===== config.mk =====
export PLATFORM = sky130hd
export DESIGN_NAME = celc_top
export DESIGN_NICKNAME = d
export VERILOG_FILES = /design/src/rtl/celc_pkg.sv /design/src/rtl/celc_divider.sv /design/src/rtl/celc_top.sv
export VERILOG_INCLUDE_DIRS = /design/src /design/src/rtl
export SDC_FILE = /design/constraint.sdc
export NUM_CORES = 1
export LEC_CHECK = 0
export BUFFER_PORTS_ARGS = -buffer_cell sky130_fd_sc_hd__buf_4
export CAP_MARGIN = 20
export CELL_PAD_IN_SITES_DETAIL_PLACEMENT = 1
export CELL_PAD_IN_SITES_GLOBAL_PLACEMENT = 1
export CORE_UTILIZATION = 30
export CTS_BUF_LIST = sky130_fd_sc_hd__clkbuf_4 sky130_fd_sc_hd__clkbuf_8 sky130_fd_sc_hd__clkbuf_16
export DETAILED_ROUTE_END_ITERATION = 8
export GPL_TIMING_DRIVEN = 1
export PLACE_DENSITY = 0.62
export SLEW_MARGIN = 15
export SYNTH_ARGS = -nofsm -noshare
export SYNTH_HDL_FRONTEND = slang
export SYNTH_HIERARCHICAL = 1
export SYNTH_SLANG_ARGS = --single-unit

===== constraint.sdc =====
create_clock -name pclk -period 3.2 [get_ports pclk]
set_input_delay 0.32 -clock pclk [delete_from_list [all_inputs] [get_ports pclk]]
set_output_delay 0.32 -clock pclk [all_outputs]
set_load 0.02 [all_outputs]

===== src/rtl/celc_regs.svh =====
/*
 Register offsets, field positions, reset values and timing counts
 of the clock-enable and level-code block.
 Assumes an 18-bit APB byte address and 32-bit data.
*/
`ifndef CELC_REGS_SVH
`define CELC_REGS_SVH

// Register indices; byte address is four times the index
`define CELC_CLK_EN_IDX      18'h040fa
`define CELC_IN_VOL_IDX      18'h04100
`define CELC_NG_THR_IDX      18'h04101
`define CELC_OUT_ATT_IDX     18'h04102
`define CELC_STATUS_IDX      18'h04103
`define CELC_CLK_EN_ADDR     (`CELC_CLK_EN_IDX << 2)
`define CELC_IN_VOL_ADDR     (`CELC_IN_VOL_IDX << 2)
`define CELC_NG_THR_ADDR     (`CELC_NG_THR_IDX << 2)
`define CELC_OUT_ATT_ADDR    (`CELC_OUT_ATT_IDX << 2)
`define CELC_STATUS_ADDR     (`CELC_STATUS_IDX << 2)

// Clock-enable fields
`define CELC_SRG_EN_BIT      0
`define CELC_SCG_EN_BIT      1
`define CELC_CLK_EN_RESET    2'h0

// Code fields and reset values
`define CELC_IN_VOL_RESET    6'h10
`define CELC_NG_THR_RESET    5'h00
`define CELC_OUT_ATT_RESET   8'h00
`define CELC_DECODE_LSB      16

// Decode in eighths of a dB: offset and step per code
`define CELC_IN_GAIN_OFS     12'h060
`define CELC_IN_GAIN_STEP    12'h006
`define CELC_NG_OFS          12'h264
`define CELC_NG_STEP         12'h00c
`define CELC_ATT_STEP        12'h003

// Generator timing: dividers in pclk cycles, then the last bit count of a frame half
`define CELC_SRATE_DIV       2083
`define CELC_BCLK_HALF_DIV   16
`define CELC_BCLK_PER_HALF   5'h1f

`endif


===== src/rtl/celc_pkg.sv =====
/*
 Types of the clock-enable and level-code block.
 Assumes nothing of its surroundings.
*/
package celc_pkg;

	// Decoded levels, signed eighths of a dB
	typedef struct packed {
		logic [11:0] in_gain;
		logic [11:0] ng_thresh;
		logic [11:0] out_atten;
	} celc_level_t;

	typedef struct packed {
		logic srg_run;
		logic scg_run;
	} celc_status_t;

endpackage


===== src/rtl/celc_divider.sv =====
/*
 Enabled tick divider: one-cycle tick every DIV cycles while run is high.
 Assumes run is synchronous to pclk; stopping clears the phase.
*/
`timescale 1ns/100ps
module celc_divider #(
	parameter int unsigned DIV = 2
) (
	input  wire logic pclk,
	input  wire logic presetn,
	input  wire logic run,
	output logic      tick
);
	logic [15:0] cnt_reg;
	logic [15:0] cnt_next;
	logic        tick_reg;
	logic        tick_next;
	logic        wrap;

	always_comb begin
		wrap      = (cnt_reg == 16'(DIV - 1));
		cnt_next  = 16'h0000;
		tick_next = 1'b0;
		if (run) begin
			cnt_next  = wrap ? 16'h0000 : cnt_reg + 16'h0001;
			tick_next = wrap;
		end
	end

	always_ff @(posedge pclk or negedge presetn) begin
		if (!presetn) begin
			cnt_reg  <= 16'h0000;
			tick_reg <= 1'b0;
		end else begin
			cnt_reg  <= cnt_next;
			tick_reg <= tick_next;
		end
	end

	assign tick = tick_reg;

endmodule // celc_divider


===== src/rtl/celc_top.sv =====
/*
 Clock-generator enables and level-code decoders, APB slave.
 Assumes APB3 master on pclk; master_mode comes from serial port setup.
*/
`timescale 1ns/100ps
`include "celc_regs.svh"
module celc_top import celc_pkg::*; (
	input  wire logic        pclk,
	input  wire logic        presetn,
	input  wire logic        psel,
	input  wire logic        penable,
	input  wire logic        pwrite,
	input  wire logic [17:0] paddr,
	input  wire logic [31:0] pwdata,
	output logic      [31:0] prdata,
	output logic             pready,
	output logic             pslverr,
	input  wire logic        master_mode,
	output logic             sample_rate_generator_enable,
	output logic             serial_clock_generator_enable,
	output logic             sample_rate_tick,
	output logic             bclk_out,
	output logic             lrclk_out,
	output celc_level_t      level_out
);
	logic [1:0]   clk_en_reg;
	logic [1:0]   clk_en_next;
	logic [5:0]   in_vol_reg;
	logic [5:0]   in_vol_next;
	logic [4:0]   ng_thr_reg;
	logic [4:0]   ng_thr_next;
	logic [7:0]   out_att_reg;
	logic [7:0]   out_att_next;
	celc_level_t  level_reg;
	celc_level_t  level_next;
	logic [31:0]  prdata_reg;
	logic [31:0]  prdata_next;
	logic         bclk_reg;
	logic         bclk_next;
	logic         lrclk_reg;
	logic         lrclk_next;
	logic [4:0]   bcnt_reg;
	logic [4:0]   bcnt_next;
	logic         srg_run;
	logic         scg_run;
	logic         srg_tick;
	logic         half_tick;
	logic         setup;
	logic         access;
	logic         wr;
	logic         mapped;
	celc_status_t status;

	// Level decoders, all in eighths of a dB
	function automatic logic [11:0] dec_in_gain(input logic [5:0] code);
		dec_in_gain = {6'h00, code} * `CELC_IN_GAIN_STEP - `CELC_IN_GAIN_OFS;
	endfunction

	function automatic logic [11:0] dec_ng(input logic [4:0] code);
		dec_ng = {7'h00, code} * `CELC_NG_STEP - `CELC_NG_OFS;
	endfunction

	function automatic logic [11:0] dec_att(input logic [7:0] code);
		dec_att = {4'h0, code} * `CELC_ATT_STEP;
	endfunction

	// APB decode; no wait states
	assign setup  = psel && !penable;
	assign access = psel && penable;
	assign wr     = access && pwrite;
	assign mapped = (paddr == `CELC_CLK_EN_ADDR) || (paddr == `CELC_IN_VOL_ADDR) ||
	                (paddr == `CELC_NG_THR_ADDR) || (paddr == `CELC_OUT_ATT_ADDR) ||
	                (paddr == `CELC_STATUS_ADDR);
	assign pready  = 1'b1;
	assign pslverr = access && !mapped;

	assign srg_run       = clk_en_reg[`CELC_SRG_EN_BIT];
	assign scg_run       = clk_en_reg[`CELC_SCG_EN_BIT] && master_mode;
	assign status.srg_run = srg_run;
	assign status.scg_run = scg_run;

	// Register writes
	always_comb begin
		clk_en_next  = clk_en_reg;
		in_vol_next  = in_vol_reg;
		ng_thr_next  = ng_thr_reg;
		out_att_next = out_att_reg;
		if (wr) begin
			unique case (paddr)
				`CELC_CLK_EN_ADDR:  clk_en_next  = pwdata[1:0];
				`CELC_IN_VOL_ADDR:  in_vol_next  = pwdata[5:0];
				`CELC_NG_THR_ADDR:  ng_thr_next  = pwdata[4:0];
				`CELC_OUT_ATT_ADDR: out_att_next = pwdata[7:0];
				default: ;
			endcase
		end
	end

	always_ff @(posedge pclk or negedge presetn) begin
		if (!presetn) begin
			clk_en_reg  <= `CELC_CLK_EN_RESET;
			in_vol_reg  <= `CELC_IN_VOL_RESET;
			ng_thr_reg  <= `CELC_NG_THR_RESET;
			out_att_reg <= `CELC_OUT_ATT_RESET;
		end else begin
			clk_en_reg  <= clk_en_next;
			in_vol_reg  <= in_vol_next;
			ng_thr_reg  <= ng_thr_next;
			out_att_reg <= out_att_next;
		end
	end

	// Decoded levels follow the codes one cycle later
	always_comb begin
		level_next.in_gain   = dec_in_gain(in_vol_reg);
		level_next.ng_thresh = dec_ng(ng_thr_reg);
		level_next.out_atten = dec_att(out_att_reg);
	end

	always_ff @(posedge pclk or negedge presetn) begin
		if (!presetn) begin
			level_reg <= '0;
		end else begin
			level_reg <= level_next;
		end
	end

	// Read data captured in setup, shown in access
	always_comb begin
		prdata_next = prdata_reg;
		if (setup) begin
			prdata_next = 32'h0000_0000;
			unique case (paddr)
				`CELC_CLK_EN_ADDR:  prdata_next[1:0] = clk_en_reg;
				`CELC_IN_VOL_ADDR: begin
					prdata_next[5:0] = in_vol_reg;
					prdata_next[27:16] = level_reg.in_gain;
				end
				`CELC_NG_THR_ADDR: begin
					prdata_next[4:0] = ng_thr_reg;
					prdata_next[27:16] = level_reg.ng_thresh;
				end
				`CELC_OUT_ATT_ADDR: begin
					prdata_next[7:0] = out_att_reg;
					prdata_next[27:16] = level_reg.out_atten;
				end
				`CELC_STATUS_ADDR:  prdata_next[1:0] = status;
				default: ;
			endcase
		end
	end

	always_ff @(posedge pclk or negedge presetn) begin
		if (!presetn) begin
			prdata_reg <= 32'h0000_0000;
		end else begin
			prdata_reg <= prdata_next;
		end
	end

	// Sample-rate generator
	celc_divider #(
		.DIV (`CELC_SRATE_DIV)
	) u_srg (
		.pclk    (pclk),
		.presetn (presetn),
		.run     (srg_run),
		.tick    (srg_tick)
	);

	// Serial clock generator half-period timer
	celc_divider #(
		.DIV (`CELC_BCLK_HALF_DIV)
	) u_scg (
		.pclk    (pclk),
		.presetn (presetn),
		.run     (scg_run),
		.tick    (half_tick)
	);

	// Bit and frame clocks, parked low when not master or disabled
	always_comb begin
		bclk_next  = 1'b0;
		lrclk_next = 1'b0;
		bcnt_next  = 5'h00;
		if (scg_run) begin
			bclk_next  = bclk_reg ^ half_tick;
			lrclk_next = lrclk_reg;
			bcnt_next  = bcnt_reg;
			if (half_tick && bclk_reg) begin
				bcnt_next = bcnt_reg + 5'h01;
				if (bcnt_reg == `CELC_BCLK_PER_HALF) begin
					lrclk_next = ~lrclk_reg;
				end
			end
		end
	end

	always_ff @(posedge pclk or negedge presetn) begin
		if (!presetn) begin
			bclk_reg  <= 1'b0;
			lrclk_reg <= 1'b0;
			bcnt_reg  <= 5'h00;
		end else begin
			bclk_reg  <= bclk_next;
			lrclk_reg <= lrclk_next;
			bcnt_reg  <= bcnt_next;
		end
	end

	assign prdata                        = prdata_reg;
	assign sample_rate_generator_enable  = clk_en_reg[`CELC_SRG_EN_BIT];
	assign serial_clock_generator_enable = clk_en_reg[`CELC_SCG_EN_BIT];
	assign sample_rate_tick              = srg_tick && srg_run;
	assign bclk_out                      = bclk_reg;
	assign lrclk_out                     = lrclk_reg;
	assign level_out                     = level_reg;

	// Checks
	logic [15:0] gap_reg;
	logic [15:0] gap_next;

	always_comb begin
		gap_next = (!srg_run || sample_rate_tick) ? 16'h0000 : gap_reg + 16'h0001;
	end

	always_ff @(posedge pclk or negedge presetn) begin
		if (!presetn) begin
			gap_reg <= 16'h0000;
		end else begin
			gap_reg <= gap_next;
		end
	end
endmodule // celc_top


After elaboration in Yosys (flattened, before gate mapping)
Index checks and enable logic that the tools add are counted.

storage, ports and cells
  input bits = 56
  register bits after elaboration = 113
  output and inout bits = 75

operators by class
  equal/unequal tests = 10
  multiply operators = 3
  mux-type cells = 17
  reduce and logical (&&, ||, !) cells = 18
  bitwise operators = 2
  add/sub/neg operators = 5

operators by type and width
  operator               count
  $eq 18x17->1 const B   5
  $mux 16                4
  $pmux 12 s3            1
  $add 16x1->16 const B  2
  $eq 16x12->1 const B   1
  $eq 16x4->1 const B    1
  $sub 9x10->11 const B  1
  $mul 8x2->10 const B   1
  $mux 5                 2
  $pmux 2 s5             1
  $reduce_and 2->1       5
  $sub 9x7->10 const B   1
  $pmux 3 s3             1
  $mul 6x2->8 const B    1
  $logic_and 1x1->1      7
  $mul 5x2->7 const B    1
  $mux 1                 6
  $add 5x1->5 const B    1
  $eq 5x5->1 const B     1
  $logic_or 1x1->1       4
  $ne 2x1->1 const B     2
  $logic_not 1->1        2
  $mux 2                 1
  $pmux 1 s2             1
  2 further kinds        2

Depth between registers and ports, before layout
Gate-level depths: netlist of the first run.

  word-level depth = 7
  gate-level depth with buffers = 9
  depth with buffers taken out = 9

By module
Netlist of the first run, hierarchy kept.

modules (own cells, without submodules)
  module                seq. area each (sq um)  instances  area each (sq um)  cells an instance
  celc_top              1878.1                  1          4048.9             376
  celc_divider (u_srg)  425.4                   1          853.3              87
  celc_divider (u_scg)  425.4                   1          833.3              81

Worst setup path after synthesis of the first run
No wires, ideal clock.

  kind = register to register
  start point = register ng_thr_reg[0]
  end point = register level_reg, in the netlist level_out[20]
  period minus slack after synthesis = 2.099 ns
  stages on the path, launching flop included = 10
  setup slack = 1.101 ns
  arrival = 2.030 ns
  buffers on the path = 0
  cell sequence = dfrtp_1 ha_1 inv_1 fa_1 nand2b_1 a21oi_1 xnor2_1 nand2_1 a221o_1 nand3_1

RTL lines
  element                 line             RTL
  start, declared         celc_top.sv:30   logic [4:0] ng_thr_reg;
  start signal, assigned  celc_top.sv:103  ng_thr_reg <= `CELC_NG_THR_RESET;
  start signal, assigned  celc_top.sv:108  ng_thr_reg <= ng_thr_next;
  end signal, assigned    celc_top.sv:124  level_reg <= level_next;
  end, declared           celc_top.sv:34   celc_level_t level_reg;

==> metrics.log, run 1 <==
[metrics] global route overflow: 0
[metrics] critical-path cell list: ha_1 > inv_1 > fa_1 > nand2b_1 > a21oi_1 > xnor2_1 > nand2_1 > a221o_1 > nand3_1
[metrics] category of the worst setup path capture point: flop
[metrics] highest attainable clock frequency: ~420 MHz
[metrics] post-route cell area: 6930 µm²
[metrics] most used flip-flop cell after synthesis: sky130_fd_sc_hd__dfrtp_1
[metrics] number of antenna cells inserted: 0
[metrics] initial DRC count: 181
[metrics] Resized cells post-CTS: 0
[metrics] actual slew at the worst max-slew pin: 0.792 ns
[metrics] number of antenna violations at the first check in global routing: 0
[metrics] Reg2Reg Setup Slack: 0.83 ns
[metrics] DR DRC count: 0
[metrics] final hold violation count: 0
[metrics] die area: just under 20,000 µm²
[metrics] Max Clock Skew: 0.00988 ns
[metrics] total number of placement rows: 50
[metrics] cell types with the largest area share after synthesis: sky130_fd_sc_hd__dfrtp_1, sky130_fd_sc_hd__ha_1, sky130_fd_sc_hd__xnor2_1
[metrics] post-synthesis cell type with the largest combined area: sky130_fd_sc_hd__dfrtp_1
[metrics] post-route antenna net violation count: 0
[metrics] maximum number of pins on one net before global-route repair: 60
[metrics] final setup vio count: 0
[metrics] RePlAce Congestion: 0.785
[metrics] period utilization: 74.1%
[metrics] core box area: 18,700 µm²
[metrics] total of warnings raised by yosys: 6
[metrics] number of sinks on the clock net: 109
[metrics] Peak VDD IR: 0.000203 V
[metrics] count of buffering cells on the critical path with inverters included: 1
[metrics] input/output buffers: 88
[metrics] hold-fix buffer count after cts: 0
[metrics] RSZ-0062 raised after global routing: no
[metrics] flip-flop count of the largest register, all copies and words added: 28
[metrics] clock edge transition at the registers on the reported setup and hold paths: approximately 0.070 ns
[metrics] DP HPWL: 11.5 mm
[metrics] CTS tree: built
[metrics] area taken by multi-input logic gates: around 2700 µm²
[metrics] layout cell share with drive strength beyond 1: 24.1%
[metrics] chip width: ~140 µm
[metrics] worst setup path class: flop to flop
[metrics] number of synthesized register bits: 109
[metrics] fraction of the yosys area taken by sequential cells: 47.6%
[metrics] post-synthesis cell count: 544
[metrics] number of enable-type register cells in the synthesized netlist: 0
[metrics] detailed-route wire length: 15.0 mm
[metrics] Critical Path Fanout Max: 6
[metrics] top cell type's share of synthesized area: between 40 and 50%
[metrics] initial standard-cell utilization of the core: 30.7%
[metrics] total global routing track utilization: around 16%
[metrics] average vias per placed instance: just under 5
[metrics] total power: 2790 µW
[metrics] Slowest Stage Delay on Critical Path: 0.48 ns
[metrics] dpl ws: 0.761 ns
[metrics] library cell used as clock root buffer: sky130_fd_sc_hd__clkbuf_16
[metrics] IO Count: around 130
[metrics] Max Root-Sink Buffers: 2
[metrics] share of flip-flops with an asynchronous set or reset: 100%
[metrics] CP required: 3.48 ns
[metrics] instance area after placement: around 6600 µm²
[metrics] static leakage: 0.00321 µW
[metrics] kind of path behind the tightest hold check: primary input to async pin
[metrics] clock network latency to the later pin of the worst-skew pair: roughly 0.35 ns
[metrics] total negative slack for setup checks: 0 ns
[metrics] Final Max Slew Viols: 0
[metrics] total setup buffers inserted after CTS: 0
[metrics] Arrival @ worst endpoint: 2.66 ns
[metrics] combined area of all synthesized cells: 5740 µm²
[metrics] die height: between 100 and 150 µm
[metrics] nets@finish: 719
[metrics] post-synth cell types: 61
[metrics] via count of the first global-routing pass: 4,599
[metrics] post-layout min period: approximately 2.4 ns
[metrics] kind of cell adding the most delay to the critical path: compound AO/OA/AOI/OAI gates
[metrics] worst slew margin relative to its limit: between 40% and 50%
[metrics] number of fill cells in the layout: 2,078
[metrics] drt pass-1 iters: 5
[metrics] worst setup margin: 0.829 ns
[metrics] result of the run: complete, no violations
[metrics] wire length of the first global-routing pass: 24.8 mm
[metrics] slowest stage cell, crit path: sky130_fd_sc_hd__dfrtp_1
[metrics] Max Cap Viol: 0
[metrics] TritonCTS Buffers: 9
[metrics] Via Count: 4,312
[metrics] power density over cell area: 402 nW/µm²
[metrics] area taken by flip-flops and latches: around 2700 µm²
[metrics] routed length per placed instance: 17.2 µm
[metrics] Layout area overhead: 20.9%
[metrics] mean post-synth cell area: around 11 µm²
[metrics] CTS H-Tree Depth: 3
[metrics] Core Util, Final: 37.1%
[metrics] startpoint type of the worst setup path: flop
## worst register-to-register path, cell delays in order (launching register included)
cell	delay, ns
sky130_fd_sc_hd__dfrtp_1	0.48
sky130_fd_sc_hd__ha_1	0.21
sky130_fd_sc_hd__inv_1	0.05
sky130_fd_sc_hd__fa_1	0.39
sky130_fd_sc_hd__nand2b_1	0.18
sky130_fd_sc_hd__a21oi_1	0.34
sky130_fd_sc_hd__xnor2_1	0.18
sky130_fd_sc_hd__nand2_1	0.07
sky130_fd_sc_hd__a221o_1	0.33
sky130_fd_sc_hd__nand3_1	0.07
## Yosys cell counts, types with 2 or more instances
| library cell | count |
|---|---|
| sky130_fd_sc_hd__nor4_1 | 8 |
| sky130_fd_sc_hd__a22oi_1 | 7 |
| sky130_fd_sc_hd__a21o_1 | 3 |
| sky130_fd_sc_hd__and3_1 | 5 |
| sky130_fd_sc_hd__mux2i_1 | 5 |
| sky130_fd_sc_hd__nor4b_1 | 2 |
| sky130_fd_sc_hd__a31oi_1 | 2 |
| sky130_fd_sc_hd__a222oi_1 | 6 |
| sky130_fd_sc_hd__nor2b_1 | 4 |
| sky130_fd_sc_hd__nand3_1 | 19 |
| sky130_fd_sc_hd__nand3_2 | 2 |
| sky130_fd_sc_hd__mux2_2 | 12 |
| sky130_fd_sc_hd__xor2_1 | 19 |
| sky130_fd_sc_hd__a221oi_1 | 2 |
| sky130_fd_sc_hd__clkbuf_1 | 5 |
| sky130_fd_sc_hd__dfrtp_1 | 108 |
| sky130_fd_sc_hd__buf_4 | 24 |
| sky130_fd_sc_hd__mux2_4 | 7 |
| sky130_fd_sc_hd__or4_1 | 2 |
| sky130_fd_sc_hd__conb_1 | 2 |
| sky130_fd_sc_hd__ha_1 | 29 |
| sky130_fd_sc_hd__buf_1 | 2 |
| sky130_fd_sc_hd__fa_1 | 3 |
| sky130_fd_sc_hd__buf_2 | 6 |
| sky130_fd_sc_hd__nor2_2 | 2 |
| sky130_fd_sc_hd__nor2_1 | 53 |
| sky130_fd_sc_hd__nand2b_1 | 3 |
| sky130_fd_sc_hd__nor4_2 | 7 |
| sky130_fd_sc_hd__nand2_1 | 41 |
| sky130_fd_sc_hd__nand4_1 | 10 |
| sky130_fd_sc_hd__and3b_1 | 2 |
| sky130_fd_sc_hd__o21bai_1 | 3 |
| sky130_fd_sc_hd__xnor2_1 | 32 |
| sky130_fd_sc_hd__inv_1 | 23 |
| sky130_fd_sc_hd__nor3_1 | 11 |
| sky130_fd_sc_hd__nand4b_1 | 2 |
| sky130_fd_sc_hd__a21oi_1 | 31 |
| sky130_fd_sc_hd__o21ai_0 | 17 |
## power breakdown
| group | total [µW] | internal (µW) | switching [µW] |
|---|---|---|---|
| clock | 1270 | 774 | 501 |
| sequential | 1380 | 1380 | 2.88 |
| combinational | 127 | 41.7 | 85.5 |
## layout make-up
class | count | area share [%]
clock buffers | 10 | 3.36
well taps | 234 | 4.22
flip-flops and latches | 109 | 39.4
multi-input cells | 392 | 39.6
repair buffers | 96 | 10.6
inverters | 23 | 1.25
clock inverters | 6 | 1.61
## logic make-up after synthesis
family                   after synthesis  synth area share [%]
XOR/XNOR                              51                  7.79
flip-flops                           109                  47.6
AO/OA/AOI/OAI                         80                  8.79
adder cells (fa/ha/maj)               32                  7.37
other                                  2                 0.131
buffers and inverters                 60                  5.63
AND/OR/NAND/NOR                      186                  17.6
multiplexers                          24                  5.06
## layout by cell type, fill, tap and decap left out, types with 3 or more instances in the layout
cell,netlist,routed
sky130_fd_sc_hd__nand2b_1,3,3
sky130_fd_sc_hd__fa_1,3,3
sky130_fd_sc_hd__nor2_1,53,53
sky130_fd_sc_hd__nor2b_1,4,4
sky130_fd_sc_hd__mux2_4,7,7
sky130_fd_sc_hd__a21o_1,3,3
sky130_fd_sc_hd__conb_1,2,19
sky130_fd_sc_hd__clkbuf_16,0,9
sky130_fd_sc_hd__a22oi_1,7,7
sky130_fd_sc_hd__dfrtp_1,108,108
sky130_fd_sc_hd__nand4_1,10,10
sky130_fd_sc_hd__nor3_1,11,11
sky130_fd_sc_hd__bufinv_16,0,3
sky130_fd_sc_hd__ha_1,29,29
sky130_fd_sc_hd__nand3_1,19,19
sky130_fd_sc_hd__buf_4,24,95
sky130_fd_sc_hd__nand2_1,41,41
sky130_fd_sc_hd__xnor2_1,32,32
sky130_fd_sc_hd__a222oi_1,6,6
sky130_fd_sc_hd__o21ai_0,17,17
sky130_fd_sc_hd__nor4_2,7,7
sky130_fd_sc_hd__a21oi_1,31,31
sky130_fd_sc_hd__nor4_1,8,8
sky130_fd_sc_hd__o21bai_1,3,3
sky130_fd_sc_hd__xor2_1,19,19
sky130_fd_sc_hd__mux2_2,12,12
sky130_fd_sc_hd__mux2i_1,5,5
sky130_fd_sc_hd__and3_1,5,5
sky130_fd_sc_hd__inv_1,23,23
## final timing paths
check / end / cells past startpoint / start
min in group pclk: out_att_reg[6]$_DFFE_PN0P_ / 3 / pwdata[6]
hold / removal: u_scg/cnt_reg[9]$_DFF_PN0_ / 1 / presetn
hold reg to reg: level_out[25]$_DFF_PN0_ / 0 / in_vol_reg[0]$_DFFE_PN0P_
max in group asynchronous: prdata[24]$_DFFE_PN0P_ / 2 / presetn
setup reg to reg: level_out[20]$_DFF_PN0_ / 9 / ng_thr_reg[0]$_DFFE_PN0P_
setup / recovery: level_out[20]$_DFF_PN0_ / 9 / ng_thr_reg[0]$_DFFE_PN0P_
## routing by layer
metal  global-route usage [%]  vias up  part of all wire (%)
li1                         -     2038                     -
met1                     21.1     2172                    46
met2                     27.3       87                    50
met3                     2.43       15                   3.2
met4                     5.73        0                   1.6
met5                        0        -                     0
## through the flow
stage / instances / hold WS, ns
after detailed placement: 854 / 0.442
after CTS: 870 / 0.0813
after floorplan: 561 / 0.0244
after global routing: 870 / 0.0986
final: 870 / 0.0423
after global placement: 854 / 0.445
Note: power is estimated with default switching activity, not from simulation.
==> run 2: changes to the inputs <==
Clock period 3.2 ns to 2.3 ns, I/O delays scaled along.
==> run 2 against run 1 <==
Sequential cell count is the same. Clock skew is essentially flat. Count of clock-buffer cells in the layout is the same. Die area is the same. Final cell count grew 1.0%. Design area grew 0.79%. Global-route usage grew 0.53 points. Maximum frequency grew 10%. Hold slack gained 0.060 ns. Register-to-register slack lost 0.68 ns. Combinational power grew 42%. Largest cell class unchanged. Highest routed layer unchanged.
==> metrics.log, run 2 (synthesis gave the netlist of run 1 again) <==
[metrics] IO Count: 131 (unchanged)
[metrics] startpoint type of the worst setup path: flop (unchanged)
[metrics] most common library cell in the layout ignoring fill and taps: sky130_fd_sc_hd__dfrtp_1 (unchanged)
[metrics] result of the run: complete, no violations (unchanged)
[metrics] P_int: 2840 µW (was 2200 µW)
[metrics] CTS tree: built (unchanged)
[metrics] Max Clock Skew: 0.00987 ns (was 0.00988 ns)
[metrics] total number of placement rows: 50 (unchanged)
[metrics] clock network fraction of design power: 42.9% (was 45.8%)
[metrics] CTS H-Tree Depth: 3 (unchanged)
[metrics] kind of path behind the tightest hold check: primary input to flop (was primary input to async pin)
[metrics] worst slew margin relative to its limit: 60.1% (was 47.2%)
[metrics] worst setup path class: flop to flop (unchanged)
[metrics] power density over cell area: 527 nW/µm² (was 402 nW/µm²)
[metrics] Reg2Reg Depth: 7 (was 9)
[metrics] flip-flop count of the largest register, all copies and words added: 28 (unchanged)
[metrics] number of antenna violations at the first check in global routing: 0 (unchanged)
[metrics] initial standard-cell utilization of the core: 30.7% (unchanged)
[metrics] number of antenna cells inserted: 0 (unchanged)
[metrics] Comb pwr share: 4.9% (was 4.6%)
[metrics] total power: 3690 µW (was 2790 µW)
[metrics] input/output buffers: 88 (unchanged)
[metrics] number of placed instances, taps included: 862 (was 854)
[metrics] die height: 140 µm (unchanged)
[metrics] critical-path cell list: ha_1 > fa_1 > a21o_1 > a21oi_1 > o21bai_1 > a21oi_1 > xor2_1 (was ha_1 > inv_1 > fa_1 > nand2b_1 > a21oi_1 > xnor2_1 > nand2_1 > a221o_1 > nand3_1)
[metrics] final hold violation count: 0 (unchanged)
[metrics] library cell appearing most often on the critical path: sky130_fd_sc_hd__a21oi_1
[metrics] RSZ-0062 raised after global routing: yes (was no)
[metrics] final cell count without fillers: 879 (was 870)
[metrics] slowest stage cell, crit path: sky130_fd_sc_hd__dfrtp_1 (unchanged)
[metrics] via count of the first global-routing pass: 4,768 (was 4,599)
[metrics] average vias per placed instance: 4.95 (was 4.96)
[metrics] clock edge transition at the registers on the reported setup and hold paths: 0.07 ns (about the same)
[metrics] Critical Path Fanout Max: 4 (was 6)
[metrics] total net switching power: 848 µW (was 590 µW)
[metrics] DP HPWL: 11.7 mm (was 11.5 mm)
[metrics] source of the worst register-to-register timing path: out_att_reg[0]$_DFFE_PN0P_ (was ng_thr_reg[0]$_DFFE_PN0P_)
[metrics] Peak VDD IR: 0.000269 V (was 0.000203 V)
[metrics] post-route antenna net violation count: 0 (unchanged)
[metrics] core box area: 18,700 µm² (unchanged)
[metrics] detailed-route wire length: 15.4 mm (was 15.0 mm)
[metrics] Reg2Reg Setup Slack: 0.15 ns (was 0.83 ns)
[metrics] switching portion of total power: 23.0% (was 21.2%)
[metrics] TritonCTS Buffers: 9 (unchanged)
[metrics] maximum number of pins on one net before global-route repair: 50 (was 60)
[metrics] CP required: 2.56 ns (was 3.48 ns)
[metrics] Max Cap Viol: 0 (unchanged)
[metrics] clock network latency to the later pin of the worst-skew pair: 0.35 ns (about the same)
[metrics] destination of the worst register-to-register timing path: level_out[7]$_DFF_PN0_ (was level_out[20]$_DFF_PN0_)
[metrics] Final Max Slew Viols: 0 (unchanged)
[metrics] commonest cells after routing, fill and taps aside: sky130_fd_sc_hd__dfrtp_1, sky130_fd_sc_hd__buf_4, sky130_fd_sc_hd__nor2_1 (unchanged)
[metrics] global route overflow: 0 (unchanged)
[metrics] chip width: 140 µm (unchanged)
[metrics] initial DRC count: 202 (was 181)
[metrics] worst setup path startpoint: out_att_reg[0]$_DFFE_PN0P_ (was ng_thr_reg[0]$_DFFE_PN0P_)
[metrics] period utilization: 93.3% (was 74.1%)
[metrics] drt pass-1 iters: 5 (unchanged)
[metrics] actual slew at the worst max-slew pin: 0.599 ns (was 0.792 ns)
[metrics] static leakage: 0.00324 µW (was 0.00321 µW)
[metrics] post-layout min period: 2.15 ns (was 2.37 ns)
[metrics] library cell used as clock root buffer: sky130_fd_sc_hd__clkbuf_16 (unchanged)
[metrics] Via Count: 4,353 (was 4,312)
[metrics] Critical Path Sink: level_out[7]$_DFF_PN0_ (was level_out[20]$_DFF_PN0_)
[metrics] Max Root-Sink Buffers: 2 (unchanged)
[metrics] part of the total power dissipated in sequential elements: 52.2% (was 49.7%)
[metrics] layout cell share with drive strength beyond 1: 26.0% (was 24.1%)
[metrics] DR DRC count: 0 (unchanged)
[metrics] nets@finish: 728 (was 719)
[metrics] highest attainable clock frequency: 466 MHz (was 422 MHz)
[metrics] wire length of the first global-routing pass: 25.5 mm (was 24.8 mm)
[metrics] category of the worst setup path capture point: flop (unchanged)
[metrics] RePlAce Congestion: 0.877 (was 0.785)
[metrics] total global routing track utilization: 16.7% (was 16.2%)
[metrics] routed length per placed instance: 17.5 µm (was 17.2 µm)
[metrics] Layout area overhead: 21.8% (was 20.9%)
[metrics] Slowest Stage Delay on Critical Path: 0.43 ns (was 0.48 ns)
[metrics] number of sinks on the clock net: 109 (unchanged)
[metrics] total negative slack for setup checks: 0 ns (unchanged)
[metrics] Arrival @ worst endpoint: 2.41 ns (was 2.66 ns)
[metrics] final setup vio count: 0 (unchanged)
[metrics] die area: 19,700 µm² (unchanged)
[run 2: metal layers]
layer  vias up  GRT usage, %  wire, µm  part of all wire (%)
met5         -             0         0                     0
met4         0          8.16       465                   3.0
met3        26          2.36       479                   3.1
met2        88          28.1      7340                    48
met1      2190          21.1      7140                    46
li1       2049             -         -                     -
[run 2: worst min-delay path by stage]
stage / from / endpoint / slack [ns] / cells past startpoint
final: pwdata[6] / out_att_reg[6]$_DFFE_PN0P_ / 0.10 / 3
after global routing: pwdata[7] / out_att_reg[7]$_DFFE_PN0P_ / 0.11 / 2
after CTS: pwdata[6] / out_att_reg[6]$_DFFE_PN0P_ / 0.09 / 3
after detailed placement: presetn / lrclk_out$_DFFE_PN0P_ / 0.28 / 1
after global placement: presetn / lrclk_out$_DFFE_PN0P_ / 0.27 / 1
after floorplan: presetn / bclk_out$_DFF_PN0_ / -0.07 / 0
[run 2: area by class of cell]
class	instances	area, µm²
clock buffer	10	233
clock inverter	6	63.8
fill	2082	11700
inverter	23	86.3
multi-input combinational	392	2780
sequential	109	2730
tap	234	293
timing repair buffer	105	803
[run 2: power groups by stage]
stage | clock, µW | sequential (µW) | combinational, µW
after floorplan | 0 | 1970 | 81.8
after global placement | 0 | 1960 | 180
after detailed placement | 0 | 1960 | 184
after CTS | 1620 | 1920 | 185
after global routing | 1690 | 1930 | 200
final | 1580 | 1920 | 180
[run 2: what timing repair did]
item / 4_1_cts / 5_1_grt
resized for setup: 0 / 7
endpoints found under the hold margin: 41 / 0
setup buffers: 0 / 0
hold buffers: 1 / 0
endpoints found under the setup margin: 0 / 4
[run 2: stage by stage]
stage / hold slack [ns] / worst slack [ns] / util [%] / cell area, µm²
global placement: 0.271 / 0.142 / 35.5 / 6650
global route: 0.111 / -0.00346 / 37.4 / 6990
detailed placement: 0.282 / 0.0569 / 35.5 / 6650
finish: 0.102 / 0.154 / 37.4 / 6990
CTS: 0.0879 / 0.0314 / 37.2 / 6960
floorplan: -0.0656 / 0.201 / - / 5800
[run 2: critical path, delay by kind of cell, from the launching register on]
| kind | cells | cell delay [ns] |
|---|---|---|
| compound gates | 4 | 0.81 |
| fa+ha+maj | 2 | 0.63 |
| flops | 1 | 0.43 |
| xor+xnor | 1 | 0.20 |
==> run 3: changes to the inputs <==
--- a/constraint.sdc
+++ b/constraint.sdc
@@ -3,2 +3,2 @@
 set_output_delay 0.23 -clock pclk [all_outputs]
-set_load 0.02 [all_outputs]
+set_load 0.005 [all_outputs]
==> run 3 against run 2 <==
Combinational power down 13%. Design area increased by 0.95%. Maximum frequency shrank 1.6%. Routed wire length down 1.2%. Largest cell class unchanged.
==> metrics.log, run 3 (synthesis gave the netlist of run 1 again) <==
[metrics] Layout area overhead: 23.0% (was 21.8%)
[metrics] power density over cell area: 525 nW/µm² (was 527 nW/µm²)
[metrics] kind of cell adding the most delay to the critical path: adder cells (was compound AO/OA/AOI/OAI gates)
[metrics] total global routing track utilization: 16.3% (was 16.7%)
[metrics] library cell used as clock root buffer: sky130_fd_sc_hd__clkbuf_16 (unchanged)
[metrics] global route overflow: 0 (unchanged)
[metrics] static leakage: 0.00328 µW (was 0.00324 µW)
[metrics] clock edge transition at the registers on the reported setup and hold paths: 0.08 ns (was 0.07 ns)
[metrics] number of fill cells in the layout: 2,076 (was 2,082)
[metrics] maximum number of pins on one net before global-route repair: 45 (was 50)
[metrics] average vias per placed instance: 4.93 (was 4.95)
[metrics] CTS H-Tree Depth: 3 (unchanged)
[metrics] total negative slack for setup checks: 0 ns (unchanged)
[metrics] commonest cells after routing, fill and taps aside: sky130_fd_sc_hd__dfrtp_1, sky130_fd_sc_hd__buf_4, sky130_fd_sc_hd__nor2_1 (unchanged)
[metrics] number of sinks on the clock net: 109 (unchanged)
[metrics] post-route cell area: 7050 µm² (was 6990 µm²)
[metrics] core box area: 18,700 µm² (unchanged)
[metrics] RSZ-0062 raised after global routing: no (was yes)
[metrics] Critical Path Fanout Max: 5 (was 4)
[metrics] DP HPWL: 11.6 mm (was 11.7 mm)
[metrics] nets@finish: 730 (was 728)
[metrics] number of antenna cells inserted: 0 (unchanged)
[metrics] chip width: 140 µm (unchanged)
[metrics] worst slew margin relative to its limit: 60.0% (was 60.1%)
[metrics] RePlAce Congestion: 0.867 (was 0.877)
[metrics] total number of placement rows: 50 (unchanged)
[metrics] clock network latency to the later pin of the worst-skew pair: 0.36 ns (was 0.35 ns)
[metrics] Peak VDD IR: 0.000263 V (was 0.000269 V)
[metrics] period utilization: 94.9% (was 93.3%)
[metrics] Arrival @ worst endpoint: 2.42 ns (was 2.41 ns)
[metrics] result of the run: complete, no violations (unchanged)
[metrics] number of antenna violations at the first check in global routing: 0 (unchanged)
[metrics] routed length per placed instance: 17.3 µm (was 17.5 µm)
[metrics] via count of the first global-routing pass: 4,563 (was 4,768)
[metrics] wire length of the first global-routing pass: 24.7 mm (was 25.5 mm)
[metrics] most common library cell in the layout ignoring fill and taps: sky130_fd_sc_hd__dfrtp_1 (unchanged)
[metrics] Via Count: 4,342 (was 4,353)
[metrics] category of the worst setup path capture point: flop (unchanged)
[metrics] IO Count: 131 (unchanged)
[metrics] drt pass-1 iters: 4 (was 5)
[metrics] critical-path cell list: ha_1 > fa_1 > nand3_1 > nand2_1 > xnor2_2 > o22a_1 > a31o_2 > o311a_1 (was ha_1 > fa_1 > a21o_1 > a21oi_1 > o21bai_1 > a21oi_1 > xor2_1)
[metrics] worst setup path class: flop to flop (unchanged)
[metrics] highest attainable clock frequency: 458 MHz (was 466 MHz)
[metrics] initial standard-cell utilization of the core: 30.7% (unchanged)
[metrics] DR DRC count: 0 (unchanged)
[metrics] Slowest Stage Delay on Critical Path: 0.46 ns (was 0.43 ns)
[metrics] input/output buffers: 88 (unchanged)
[metrics] CP required: 2.54 ns (was 2.56 ns)
[metrics] initial DRC count: 185 (was 202)
[metrics] CTS tree: built (unchanged)
[metrics] final setup vio count: 0 (unchanged)
[metrics] startpoint type of the worst setup path: flop (unchanged)
[metrics] die height: 140 µm (unchanged)
[metrics] TritonCTS Buffers: 9 (unchanged)
[metrics] slowest stage cell, crit path: sky130_fd_sc_hd__dfrtp_1 (unchanged)
[metrics] Max Cap Viol: 0 (unchanged)
[metrics] instance area after placement: 6680 µm² (was 6650 µm²)
[metrics] post-route antenna net violation count: 0 (unchanged)
[metrics] die area: 19,700 µm² (unchanged)
[metrics] final hold violation count: 0 (unchanged)
[metrics] kind of path behind the tightest hold check: primary input to flop (unchanged)
[metrics] Max Root-Sink Buffers: 2 (unchanged)
[metrics] layout cell share with drive strength beyond 1: 26.9% (was 26.0%)
[metrics] actual slew at the worst max-slew pin: 0.600 ns (was 0.599 ns)
[metrics] Max Clock Skew: 0.0108 ns (was 0.00987 ns)
[metrics] Final Max Slew Viols: 0 (unchanged)
[metrics] post-layout min period: 2.18 ns (was 2.15 ns)
[metrics] detailed-route wire length: 15.2 mm (was 15.4 mm)
[metrics] count of buffering cells on the critical path with inverters included: 0 (unchanged)
[metrics] flip-flop count of the largest register, all copies and words added: 28 (unchanged)
==> run 3: what timing repair did <==
item                                    4_1_cts  5_1_grt
setup buffers                                 0        0
resized for setup                             0       11
hold endpoints to repair                     42        0
endpoints found under the setup margin        0        5
hold buffers                                  1        0
==> run 3: final timing paths <==
kind,start,to,slack (ns),cells past startpoint
max,in_vol_reg[1]$_DFFE_PN0P_,level_out[32]$_DFF_PN0_,0.12,8
min,pwdata[6],out_att_reg[6]$_DFFE_PN0P_,0.09,3
max reg2reg,in_vol_reg[1]$_DFFE_PN0P_,level_out[32]$_DFF_PN0_,0.12,8
min reg2reg,in_vol_reg[0]$_DFFE_PN0P_,level_out[25]$_DFF_PN0_,0.48,0
max in group asynchronous,presetn,in_vol_reg[4]$_DFFE_PN1P_,1.24,3
min in group asynchronous,presetn,lrclk_out$_DFFE_PN0P_,0.42,2
==> run 3: layout make-up <==
cell class	instances	area, µm²	area share (%)
tap	234	293	4.15
inverter	23	86.3	1.22
timing repair buffer	107	831	11.8
clock buffer	9	225	3.19
multi-input combinational	392	2810	39.8
clock inverter	7	83.8	1.19
sequential	109	2730	38.7
==> run 3: power breakdown <==
| group | switching [µW] | internal, µW |
|---|---|---|
| Sequential | 5.03 | 1920 |
| Combinational | 92.3 | 63.3 |
| Clock | 761 | 863 |
| Total | 858 | 2850 |
==> run 3: metal layers <==
metal / track usage [%] / share of wire, % / vias to the layer above
li1: - / - / 2060
met1: 21.2 / 46 / 2190
met2: 27.4 / 49 / 77
met3: 2.22 / 2.9 / 15
met4: 6.77 / 1.9 / 0
met5: 0 / 0 / -
==> run 3: stage by stage <==
stage / util (%) / hold WS, ns / setup slack [ns] / std cells / total power, µW
after global routing: 37.7 / 0.0924 / 0.000470 / 881 / 3840
after global placement: 35.7 / 0.283 / 0.132 / 864 / 2120
final: 37.7 / 0.0950 / 0.118 / 881 / 3700
after detailed placement: 35.7 / 0.284 / 0.0453 / 864 / 2120
after CTS: 37.4 / 0.0805 / 0.00136 / 881 / 3770
after floorplan: - / -0.0656 / 0.201 / 561 / 2020
==> run 3: tightest hold or removal path, stage by stage <==
cell	delay [ns]
sky130_fd_sc_hd__buf_4	0.08
sky130_fd_sc_hd__nand2_1	0.03
sky130_fd_sc_hd__o21ai_0	0.07
